`config.mk`:
```
export PLATFORM = sky130hd
export DESIGN_NAME = eee_lpi_entry_exit_control
export DESIGN_NICKNAME = d
export VERILOG_FILES = /design/src/shared/eee_lpi_pkg.sv /design/src/core/unit_tick.sv /design/src/core/port_lpi_fsm.sv /design/src/core/eee_lpi_entry_exit_control.sv
export SDC_FILE = /design/constraint.sdc
export NUM_CORES = 1
export LEC_CHECK = 0
export BUFFER_PORTS_ARGS = -buffer_cell sky130_fd_sc_hd__buf_2
export CAP_MARGIN = 20
export CORE_MARGIN = 2
export CORE_UTILIZATION = 36
export CTS_CLUSTER_DIAMETER = 100
export DETAILED_ROUTE_END_ITERATION = 7
export HOLD_SLACK_MARGIN = 0.03
export MAX_ROUTING_LAYER = met4
export PLACE_DENSITY = 0.63
export SLEW_MARGIN = 20
export SYNTH_ARGS = -nofsm -noshare
export SYNTH_HDL_FRONTEND = slang
export SYNTH_SLANG_ARGS = --single-unit
```
`constraint.sdc`:
```
create_clock -name i_mclk -period 7.8 [get_ports i_mclk]
set_input_delay 0.39 -clock i_mclk [delete_from_list [all_inputs] [get_ports i_mclk]]
set_output_delay 0.39 -clock i_mclk [all_outputs]
set_load 0.02 [all_outputs]
```
`src/shared/eee_lpi_pkg.sv`:
```
// Shared constants for the EEE low-power-idle policy block.
package eee_lpi_pkg;

    // Register byte offsets (8-bit register file, byte addressed).
    localparam logic [8:0]  NP_CTRL_ADDR       = 9'h0f3;
    localparam logic [8:0]  WAIT_TIME_LO_ADDR  = 9'h0f4;
    localparam logic [8:0]  WAIT_TIME_HI_ADDR  = 9'h0f5;
    localparam logic [8:0]  LOAD_THRESH_ADDR   = 9'h0f6;
    localparam logic [8:0]  LOAD_THRESH_HI_ADDR = 9'h0f7;
    localparam logic [8:0]  RECOVERY_ADDR      = 9'h0f2;
    localparam logic [8:0]  EEE_CTRL_ADDR      = 9'h0f8;
    localparam logic [8:0]  LPI_STATUS_ADDR    = 9'h0f9;

    // Field positions.
    localparam int NP_EN_P1_BIT  = 0;
    localparam int NP_EN_P2_BIT  = 1;
    localparam int EEE_TX_EN_BIT = 0;

    // Reset values.
    localparam logic [7:0]  NP_CTRL_RST       = 8'h03;
    localparam logic [15:0] WAIT_TIME_RST     = 16'h03e8;
    localparam logic [7:0]  LOAD_THRESH_RST   = 8'h40;
    localparam logic [7:0]  LOAD_THRESH_HI_RO = 8'h01;
    localparam logic [7:0]  RECOVERY_RST      = 8'h27;
    localparam logic [7:0]  EEE_CTRL_RST      = 8'h01;

    // Timing.
    localparam int CLK_PERIOD_NS   = 10;
    localparam int WAIT_UNIT_NS    = 1300000;
    localparam int RECOVERY_UNIT_NS = 640;
    localparam int WAIT_UNIT_CYC   = WAIT_UNIT_NS / CLK_PERIOD_NS;
    localparam int RECOVERY_UNIT_CYC = RECOVERY_UNIT_NS / CLK_PERIOD_NS;

    // One threshold count is 128 bytes of buffer use.
    localparam int LOAD_UNIT_SHIFT = 7;

    typedef enum logic [1:0] {
        ST_ACTIVE  = 2'b00,
        ST_LPI     = 2'b01,
        ST_RECOVER = 2'b10
    } lpi_state_t;

endpackage

```
`src/core/unit_tick.sv`:
```
// Free-running divider giving a one-cycle enable every PERIOD cycles.
`timescale 1ns/1ps
module unit_tick
    import eee_lpi_pkg::*;
#(
    parameter int PERIOD = 130000
) (
    // Clock and reset.
    input  wire logic i_mclk,
    input  wire logic i_rst,
    // Tick output.
    output logic      o_tick
);
    localparam int CW = $clog2(PERIOD + 1);

    initial begin
        if (PERIOD < 1) begin
            $error("unit_tick: PERIOD must be at least 1");
        end
    end

    logic [CW-1:0] cnt_r;
    logic [CW-1:0] cnt_nxt;
    logic          tick_nxt;

    always_comb begin
        tick_nxt = 1'b0;
        cnt_nxt  = cnt_r + 1'b1;
        if (cnt_r == CW'(PERIOD - 1)) begin
            cnt_nxt  = '0;
            tick_nxt = 1'b1;
        end
    end

    always_ff @(posedge i_mclk or posedge i_rst) begin
        if (i_rst) begin
            cnt_r  <= '0;
            o_tick <= 1'b0;
        end else begin
            cnt_r  <= cnt_nxt;
            o_tick <= tick_nxt;
        end
    end
endmodule

```
`src/core/port_lpi_fsm.sv`:
```
// Per-port LPI entry, exit and recovery sequencer.
`timescale 1ns/1ps
module port_lpi_fsm
    import eee_lpi_pkg::*;
#(
    parameter int OCC_W = 16
) (
    // Clock and reset.
    input  wire logic             i_mclk,
    input  wire logic             i_rst,
    // Time bases.
    input  wire logic             i_wait_tick,
    input  wire logic             i_rec_tick,
    // Configuration.
    input  wire logic             i_eee_en,
    input  wire logic [15:0]      i_wait_time,
    input  wire logic [7:0]       i_recovery,
    // Queue state.
    input  wire logic             i_txq_empty,
    input  wire logic             i_txq_push,
    input  wire logic             i_force_exit,
    // Results.
    output logic                  o_lpi_req,
    output logic                  o_tx_hold
);
    lpi_state_t  st_r;
    lpi_state_t  st_nxt;
    logic [15:0] wait_cnt_r;
    logic [15:0] wait_cnt_nxt;
    logic [7:0]  rec_cnt_r;
    logic [7:0]  rec_cnt_nxt;

    always_comb begin
        st_nxt       = st_r;
        wait_cnt_nxt = wait_cnt_r;
        rec_cnt_nxt  = rec_cnt_r;
        case (st_r)
            ST_ACTIVE: begin
                if (!i_eee_en || !i_txq_empty || i_txq_push) begin
                    wait_cnt_nxt = '0;
                end else if (i_wait_tick) begin
                    if (wait_cnt_r >= i_wait_time && !i_force_exit) begin
                        st_nxt = ST_LPI;
                    end else if (wait_cnt_r != 16'hffff) begin
                        wait_cnt_nxt = wait_cnt_r + 16'h0001;
                    end
                end
            end
            ST_LPI: begin
                if (!i_eee_en || !i_txq_empty || i_txq_push ||
                    i_force_exit) begin
                    st_nxt       = ST_RECOVER;
                    rec_cnt_nxt  = '0;
                    wait_cnt_nxt = '0;
                end
            end
            ST_RECOVER: begin
                if (i_rec_tick) begin
                    if (rec_cnt_r >= i_recovery) begin
                        st_nxt = ST_ACTIVE;
                    end else begin
                        rec_cnt_nxt = rec_cnt_r + 8'h01;
                    end
                end
            end
            default: st_nxt = ST_ACTIVE;
        endcase
    end

    always_ff @(posedge i_mclk or posedge i_rst) begin
        if (i_rst) begin
            st_r       <= ST_ACTIVE;
            wait_cnt_r <= '0;
            rec_cnt_r  <= '0;
            o_lpi_req  <= 1'b0;
            o_tx_hold  <= 1'b0;
        end else begin
            st_r       <= st_nxt;
            wait_cnt_r <= wait_cnt_nxt;
            rec_cnt_r  <= rec_cnt_nxt;
            o_lpi_req  <= (st_nxt == ST_LPI);
            o_tx_hold  <= (st_nxt == ST_RECOVER);
        end
    end
endmodule

```
`src/core/eee_lpi_entry_exit_control.sv`:
```
// Top of the EEE low-power-idle policy block with its register file.
//
// Local design decision: the plain strobed port.
`timescale 1ns/1ps
module eee_lpi_entry_exit_control
    import eee_lpi_pkg::*;
#(
    parameter int NPORTS = 3,
    parameter int OCC_W  = 16,
    parameter int WAIT_CYC = WAIT_UNIT_CYC,
    parameter int REC_CYC  = RECOVERY_UNIT_CYC
) (
    // Clock and reset.
    input  wire logic              i_mclk,
    input  wire logic              i_rst,
    // Register port.
    input  wire logic [8:0]        i_addr,
    input  wire logic [7:0]        i_wdata,
    input  wire logic              i_wr,
    input  wire logic              i_rd,
    output logic      [7:0]        o_rdata,
    // Per-port queue state from the switch core.
    input  wire logic [NPORTS-1:0] i_txq_empty,
    input  wire logic [NPORTS-1:0] i_txq_push,
    input  wire logic [NPORTS*OCC_W-1:0] i_buf_used,
    // Outputs toward MACs and PHYs.
    output logic      [NPORTS-1:0] o_lpi_req,
    output logic      [NPORTS-1:0] o_tx_hold,
    output logic      [1:0]        o_np_enable,
    output logic                   o_lpi_exit_all
);
    initial begin
        // The status register packs the port requests into seven bits.
        if (NPORTS < 1 || NPORTS > 7 || OCC_W < 16) begin
            $error("eee_lpi_entry_exit_control: unsupported parameters");
        end
    end

    ////////////////////////////////////////////////////////////////////////
    // Register file.

    logic [7:0]  np_ctrl_r;
    logic [7:0]  np_ctrl_nxt;
    logic [15:0] wait_time_r;
    logic [15:0] wait_time_nxt;
    logic [7:0]  thresh_r;
    logic [7:0]  thresh_nxt;
    logic [7:0]  recovery_r;
    logic [7:0]  recovery_nxt;
    logic [7:0]  eee_ctrl_r;
    logic [7:0]  eee_ctrl_nxt;
    logic [7:0]  rdata_nxt;

    logic [NPORTS-1:0] lpi_req_w;
    logic [NPORTS-1:0] tx_hold_w;
    logic              over_r;
    logic              over_nxt;

    always_comb begin
        np_ctrl_nxt   = np_ctrl_r;
        wait_time_nxt = wait_time_r;
        thresh_nxt    = thresh_r;
        recovery_nxt  = recovery_r;
        eee_ctrl_nxt  = eee_ctrl_r;
        if (i_wr) begin
            if (i_addr == NP_CTRL_ADDR) begin
                // Bits 5..2 are read-only zero; 7 and 6 are plain storage.
                np_ctrl_nxt = i_wdata & 8'hc3;
            end else if (i_addr == WAIT_TIME_LO_ADDR) begin
                wait_time_nxt[7:0] = i_wdata;
            end else if (i_addr == WAIT_TIME_HI_ADDR) begin
                wait_time_nxt[15:8] = i_wdata;
            end else if (i_addr == LOAD_THRESH_ADDR) begin
                thresh_nxt = i_wdata;
            end else if (i_addr == RECOVERY_ADDR) begin
                recovery_nxt = i_wdata;
            end else if (i_addr == EEE_CTRL_ADDR) begin
                eee_ctrl_nxt = i_wdata & 8'h01;
            end
        end
    end

    always_comb begin
        rdata_nxt = 8'h00;
        if (i_rd) begin
            if (i_addr == NP_CTRL_ADDR) begin
                rdata_nxt = np_ctrl_r;
            end else if (i_addr == WAIT_TIME_LO_ADDR) begin
                rdata_nxt = wait_time_r[7:0];
            end else if (i_addr == WAIT_TIME_HI_ADDR) begin
                rdata_nxt = wait_time_r[15:8];
            end else if (i_addr == LOAD_THRESH_ADDR) begin
                rdata_nxt = thresh_r;
            end else if (i_addr == LOAD_THRESH_HI_ADDR) begin
                rdata_nxt = LOAD_THRESH_HI_RO;
            end else if (i_addr == RECOVERY_ADDR) begin
                rdata_nxt = recovery_r;
            end else if (i_addr == EEE_CTRL_ADDR) begin
                rdata_nxt = eee_ctrl_r;
            end else if (i_addr == LPI_STATUS_ADDR) begin
                rdata_nxt = {over_r, 7'(lpi_req_w)};
            end
        end
    end

    always_ff @(posedge i_mclk or posedge i_rst) begin
        if (i_rst) begin
            np_ctrl_r   <= NP_CTRL_RST;
            wait_time_r <= WAIT_TIME_RST;
            thresh_r    <= LOAD_THRESH_RST;
            recovery_r  <= RECOVERY_RST;
            eee_ctrl_r  <= EEE_CTRL_RST;
            o_rdata     <= 8'h00;
        end else begin
            np_ctrl_r   <= np_ctrl_nxt;
            wait_time_r <= wait_time_nxt;
            thresh_r    <= thresh_nxt;
            recovery_r  <= recovery_nxt;
            eee_ctrl_r  <= eee_ctrl_nxt;
            o_rdata     <= rdata_nxt;
        end
    end

    ////////////////////////////////////////////////////////////////////////
    // Buffer load check shared by all ports.

    // The threshold is widened to bytes so occupancy compares directly.
    always_comb begin
        over_nxt = 1'b0;
        for (int p = 0; p < NPORTS; p++) begin
            if (i_buf_used[p*OCC_W +: OCC_W] >
                (OCC_W'(thresh_r) << LOAD_UNIT_SHIFT)) begin
                over_nxt = 1'b1;
            end
        end
    end

    always_ff @(posedge i_mclk or posedge i_rst) begin
        if (i_rst) begin
            over_r <= 1'b0;
        end else begin
            over_r <= over_nxt;
        end
    end

    ////////////////////////////////////////////////////////////////////////
    // Time bases and per-port sequencers.

    logic wait_tick;
    logic rec_tick;

    unit_tick #(.PERIOD(WAIT_CYC)) u_wait_tick (
        .i_mclk (i_mclk),
        .i_rst  (i_rst),
        .o_tick (wait_tick)
    );

    unit_tick #(.PERIOD(REC_CYC)) u_rec_tick (
        .i_mclk (i_mclk),
        .i_rst  (i_rst),
        .o_tick (rec_tick)
    );

    genvar gp;
    generate
        for (gp = 0; gp < NPORTS; gp++) begin : g_port
            port_lpi_fsm #(.OCC_W(OCC_W)) u_fsm (
                .i_mclk       (i_mclk),
                .i_rst        (i_rst),
                .i_wait_tick  (wait_tick),
                .i_rec_tick   (rec_tick),
                .i_eee_en     (eee_ctrl_r[EEE_TX_EN_BIT]),
                .i_wait_time  (wait_time_r),
                .i_recovery   (recovery_r),
                .i_txq_empty  (i_txq_empty[gp]),
                .i_txq_push   (i_txq_push[gp]),
                .i_force_exit (over_r),
                .o_lpi_req    (lpi_req_w[gp]),
                .o_tx_hold    (tx_hold_w[gp])
            );
        end
    endgenerate

    ////////////////////////////////////////////////////////////////////////
    // Registered outputs.

    logic [NPORTS-1:0] lpi_req_nxt;
    logic [NPORTS-1:0] tx_hold_nxt;
    logic [1:0]        np_en_nxt;
    logic              exit_all_nxt;

    // A cleared enable is only seen at the next negotiation; the PHY
    // keeps its current EEE state until auto-negotiation is restarted.
    always_comb begin
        lpi_req_nxt  = lpi_req_w;
        tx_hold_nxt  = tx_hold_w;
        np_en_nxt    = {np_ctrl_r[NP_EN_P2_BIT],
                        np_ctrl_r[NP_EN_P1_BIT]};
        exit_all_nxt = over_r;
    end

    always_ff @(posedge i_mclk or posedge i_rst) begin
        if (i_rst) begin
            o_lpi_req      <= '0;
            o_tx_hold      <= '0;
            o_np_enable    <= 2'b11;
            o_lpi_exit_all <= 1'b0;
        end else begin
            o_lpi_req      <= lpi_req_nxt;
            o_tx_hold      <= tx_hold_nxt;
            o_np_enable    <= np_en_nxt;
            o_lpi_exit_all <= exit_all_nxt;
        end
    end
endmodule

```
Word level (Yosys, flattened, before mapping). Cells that the tools add are included.

Register bits: 165. Bits of input ports: 75. Output and inout port bits: 17.

Add/subtract/negate cells: 8. Order comparisons: 9. Equality and inequality tests: 43. Muxes and demuxes: 67. Bitwise gates (word level): 5. Reductions and logical operators: 38.

Operators by type and width (count): $mux 16 (15); $mux 8 (18); $pmux 16 s2 (3); $eq 9x8->1 const B (8); $add 16x1->16 const B (3); $ge 16x16->1 (3); $gt 16x15->1 (3); $ne 16x16->1 const B (3); $pmux 8 s2 (3); $mux 2 (18); $add 8x1->8 const B (3); $ge 8x8->1 (3); $reduce_and 5->1 (4); $pmux 2 s3 (3); $add 17x1->17 const B (1); $eq 17x17->1 const B (1); $mux 17 (1); $reduce_and 4->1 (4); $eq 2x1->1 const B (6); $eq 2x2->1 const B (6); $ne 2x2->1 const B (6); $reduce_bool 2->1 (6); $logic_or 1x1->1 (9); $ne 3x1->1 const B (3); 15 further kinds (37).

Depth between registers and ports, before layout.
Depth in word-level cells: 10. Depth in mapped cells: 10. Mapped depth without buffers: 9.

Hierarchy. Synthesis repeated with hierarchy kept, for this count alone.

Cell total of the unflattened synthesis: 1155. Area, all modules: 10963.0 µm².

By module, submodules not included: port_lpi_fsm at g_port[1].u_fsm ... (times used 2, cells an instance 260, area an instance 2235.9 µm²); eee_lpi_entry_exit_control (times used 1, cells an instance 265, area an instance 3059.2 µm²); port_lpi_fsm at g_port[0].u_fsm (times used 1, cells an instance 256, area an instance 2200.9 µm²); unit_tick at u_wait_tick (times used 1, cells an instance 86, area an instance 908.4 µm²); unit_tick at u_rec_tick (times used 1, cells an instance 28, area an instance 322.8 µm²).

Worst setup path after synthesis. Ideal clock, no wire load.

Path type: register to register. Start: reg wait_time_r[9]. End: reg g_port[1].u_fsm.wait_cnt_r[15]. Arrival: 2191 ps. Path slack: 5481 ps. Cell stages (with the launch flop): 11. Cell sequence: dfstp_2 > inv_1 > ha_1 > a21oi_1 > o21ai_0 > a2111oi_2 > o21a_1 > a31oi_4 > buf_6 > o21ai_1 > o41ai_1.

Longest elaborated chain between the ends: 4.

Ends and longest elaborated chain: start, declared (RTL line eee_lpi_entry_exit_control.sv:44) `logic [15:0] wait_time_r;`; start signal, assigned (RTL line eee_lpi_entry_exit_control.sv:116) `wait_time_r <= wait_time_nxt;`; $ge 16x16->1 (RTL line port_lpi_fsm.sv:42) `if (wait_cnt_r >= i_wait_time && !i_force_exit) begin`; $logic_and 1x1->1 (RTL line port_lpi_fsm.sv:42); $ne 3x3->1 (no source line); $reduce_and 5->1 (no source line); end signal, assigned (RTL line port_lpi_fsm.sv:79) `wait_cnt_r <= wait_cnt_nxt;`; end, declared (RTL line port_lpi_fsm.sv:28) `logic [15:0] wait_cnt_r;`.

No other way between the ends. A chain may end at the register's enable or synchronous reset.

Final worst setup path.
Start: reg over_r (netlist: exit_all_nxt). End: reg g_port[2].u_fsm.wait_cnt_r[8].

Longest elaborated chain between the ends: 4. Elaborated cells between the ends (all ways): 6.

Ends and longest elaborated chain: start, declared (RTL line eee_lpi_entry_exit_control.sv:56) `logic over_r;`; start signal, assigned (RTL line eee_lpi_entry_exit_control.sv:142) `over_r <= over_nxt;`; $logic_not 1->1 (RTL line port_lpi_fsm.sv:42); $logic_and 1x1->1 (RTL line port_lpi_fsm.sv:42); $ne 3x3->1 (no source line); $reduce_and 5->1 (no source line) (*); end signal, assigned (RTL line port_lpi_fsm.sv:79); end, declared (RTL line port_lpi_fsm.sv:28).

Every way passes the cells marked *; elsewhere a longest branch is shown, timed or not.

==> flow_metrics.env <==
export IMPL_ir_drop_mv=0.160
export IMPL_worstHoldPathType="input pin to asynchronous set/reset pin"
export IMPL_io_buffer_count=91
export IMPL_critPathLaunch="exit_all_nxt$_DFF_PP0_"
export IMPL_clock_latency_ns=0.44
export IMPL_grt_pass1_wl_mm=42.5
export IMPL_fin_skew_ns=0.0132
export IMPL_synth_seq_cells=165
export IMPL_crit_end="g_port[2].u_fsm.wait_cnt_r[8]$_DFFE_PP0P_"
export IMPL_status="complete, no violations"
export IMPL_cts_buffer_depth=2
export IMPL_reg2reg_to="g_port[2].u_fsm.wait_cnt_r[8]$_DFFE_PP0P_"
export IMPL_fin_area_mm2=0.0117
export IMPL_core_area_mm2=0.0279
export IMPL_syn_nets=1245
export IMPL_wl_per_cell_um=16.6
export IMPL_holdWs_ns=0.143
export IMPL_synthToLayoutAreaGrowth_pct=13.7
export IMPL_die_h_um=173
export IMPL_cp_arrival_ns=3.21
export IMPL_synthArstFlopShare_pct=100
export IMPL_fillCellCount=2729
export IMPL_hold_buffers=0
export IMPL_vias=8270
export IMPL_rsz0062_at_grt="no"
export IMPL_clkTransAtPathRegs_ns=0.07
export IMPL_slew_viol_final=0
export IMPL_dieArea_mm2=0.0299
export IMPL_setup_tns_ns=0
export IMPL_grt_max_degree=99
export IMPL_drc=0
export IMPL_ff2ff_path_depth=5
export IMPL_end_kind="flip-flop"
export IMPL_critPathKind="flip-flop to flip-flop"
export IMPL_r2r_start="exit_all_nxt$_DFF_PP0_"
export IMPL_p_leak_uw=0.00539
export IMPL_grt_usage_pct=18.1
export IMPL_rrSetupSlack_ns=4.96
export IMPL_placed_area_mm2=0.0111
export IMPL_synth_top_flop_cell="dfrtp_1"
export IMPL_ant_nets=0
export IMPL_grt_ovfl_total=0
export IMPL_fp_dieW_um=173
export IMPL_cts_setup_buffers=0
export IMPL_avgSynthCellArea_um2=9.65
export IMPL_antenna_found_initial=0
export IMPL_cts_resized=0
export IMPL_yosysWarnings=0
export IMPL_startpoint_type="flip-flop"
export IMPL_gp_congestion=0.852
export IMPL_synth_edf_count=0
export IMPL_cts_tree="done"
export IMPL_setup_viol_count_final=0
export IMPL_diodes=0
export IMPL_initial_core_util_pct=36.8
export IMPL_cts_inserted_buffers=17
export IMPL_regArea_mm2=0.00415
export IMPL_detailed_place_hpwl_mm=19.2
export IMPL_fmax_ghz=0.352
export IMPL_relSlewSlack_pct=21.4
export IMPL_tightest_slew_ns=1.17
export IMPL_syn_inst=1066
export IMPL_fin_util_pct=41.9
export IMPL_placed_cells=1511
export IMPL_ys_types=78
export IMPL_grt_pass1_vias=8056
export IMPL_layout_drive_gt1_share_pct=17.3
export IMPL_ys_seq_area_share_pct=40.3
export IMPL_cts_root_buffer_cell="clkbuf_16"
export IMPL_final_cells=1543
export IMPL_vias_per_cell=5.36
export IMPL_min_period_ns=2.84
export IMPL_cp_data_required_time_ns=8.17
export IMPL_clock_sinks=165
export IMPL_wl_mm=25.7
export IMPL_power_density_mw_per_mm2=156
export IMPL_io_pins=92
export IMPL_drt_iter0_drc=439
export IMPL_timing_final_crit_share_pct=36.4
export IMPL_nNetsFinal=1331
export IMPL_synthesis_area_mm2=0.0103
export IMPL_critical_path_peak_fanout=21
export IMPL_htree_levels=4
export IMPL_cap_violations=0
export IMPL_hold_viol_final=0
export IMPL_multi_input_area_mm2=0.00582
export IMPL_dr_pass1_iters=5
export IMPL_rows=61
==> synthesized netlist by cell type, drive strengths merged, types with 12 or more instances <==
master	number	area, um2
nor2b	13	81.3
a21oi	48	252
nand3	42	210
mux2	30	338
mux2i	12	120
and3	21	131
o21ai	79	399
ha	104	1300
clkbuf	18	68.8
nand4	22	138
nor2	97	372
a21o	32	240
a31oi	15	109
xor2	18	158
dfrtp	149	3730
nand2b	19	119
and2	15	93.8
nand2	76	288
nor3	17	96.4
dfstp	16	420
o31ai	28	215
inv	51	191
==> how the worst min path moves through the flow <==
stage,from,to,slack (ns),cells past startpoint
global placement,g_port[2].u_fsm.o_tx_hold$_DFF_PP0_,o_tx_hold[2]$_DFF_PP0_,0.34,0
CTS,i_buf_used[15],exit_all_nxt$_DFF_PP0_,0.18,3
finish,i_rst,g_port[0].u_fsm.wait_cnt_r[8]$_DFFE_PP0P_,0.14,2
detailed placement,g_port[1].u_fsm.o_tx_hold$_DFF_PP0_,o_tx_hold[1]$_DFF_PP0_,0.33,0
global route,i_buf_used[15],exit_all_nxt$_DFF_PP0_,0.20,3
floorplan,g_port[0].u_fsm.o_tx_hold$_DFF_PP0_,o_tx_hold[0]$_DFF_PP0_,0.33,0
==> layer usage <==
metal / vias to the layer above / wire length, um / GRT usage (%)
met1: 3990 / 12500 / 24.3
met3: 22 / 996 / 3.14
met4: 0 / 371 / 4.80
met2: 162 / 11800 / 28.2
li1: 4096 / - / -
met5: - / 0 / -
==> cells in the final DEF, fill, tap and decap left out, types with 5 or more instances in the layout <==
| master | Yosys | routed |
|---|---|---|
| dfrtp_1 | 149 | 149 |
| a31oi_1 | 14 | 14 |
| a211oi_1 | 11 | 11 |
| mux2_2 | 30 | 30 |
| nand2b_1 | 19 | 19 |
| nor4_1 | 10 | 9 |
| inv_1 | 51 | 50 |
| clkbuf_16 | 0 | 17 |
| a22o_1 | 9 | 9 |
| nor2_1 | 96 | 96 |
| mux2i_1 | 12 | 12 |
| o2bb2ai_1 | 5 | 5 |
| and3_1 | 21 | 21 |
| nor3_1 | 16 | 16 |
| nor2b_1 | 13 | 13 |
| a21o_1 | 32 | 32 |
| o21a_1 | 8 | 8 |
| nand3_1 | 42 | 42 |
| ha_1 | 104 | 104 |
| or2_2 | 6 | 6 |
| nand4_1 | 22 | 22 |
| nand2_1 | 75 | 75 |
| or3_1 | 5 | 5 |
| a21oi_1 | 45 | 45 |
| buf_2 | 5 | 91 |
| o31ai_1 | 27 | 27 |
| xnor2_1 | 11 | 11 |
| and2_1 | 15 | 15 |
| o21ai_1 | 11 | 11 |
| dfstp_2 | 16 | 16 |
| xor2_1 | 18 | 18 |
| o21ai_0 | 67 | 67 |
==> kinds of logic (layout without fill, tap and decap cells) <==
logic type	after synthesis	after routing	synth area share, %
AOI/OAI and AO/OA	278	278	18.4
DFF	165	165	40.3
and+or+nand+nor	370	370	18.5
adders and majority gates	104	104	12.7
muxes	42	42	4.45
buffers and inverters	78	177	3.18
xor gates and xnor gates	29	29	2.47
==> report_power, final <==
group / switching, uW / internal (uW) / total (uW)
logic: 70.3 / 42.8 / 113
registers: 4.95 / 864 / 869
clock network: 364 / 474 / 838
==> critical path: stages, from the launching register on <==
cell and delay (ns):
dfrtp_1 0.90, and4bb_2 0.36, a211oi_1 0.44, o2111ai_2 0.48, or3_1 0.47, o21ai_1 0.12
==> state kept, by name (all words and copies together), names as in the netlist, 4 cells and up <==
signal and count:
g_port.u_fsm.wait_cnt_r 48, g_port.u_fsm.rec_cnt_r 24, u_wait_tick.cnt_r 17, wait_time_r 16
o_rdata 8, recovery_r 8, thresh_r 8, u_rec_tick.cnt_r 7
g_port.u_fsm.st_r 6, np_ctrl_r 4
==> through the flow <==
step | setup slack (ns) | total power (uW)
final | 4.96 | 1820
after global routing | 4.61 | 1890
after CTS | 4.93 | 1840
after detailed placement | 4.96 | 1000
after global placement | 4.96 | 997
after floorplan | 2.97 | 949
==> layout make-up <==
type | count | area share (%)
Multi-Input combinational cell | 823 | 49.8
Sequential cell | 165 | 35.5
Inverter | 51 | 1.68
Tap cell | 378 | 4.04
Clock inverter | 14 | 1.29
Timing Repair Buffer | 94 | 4.09
Clock buffer | 18 | 3.67
Power figures use the tool's default switching activity.
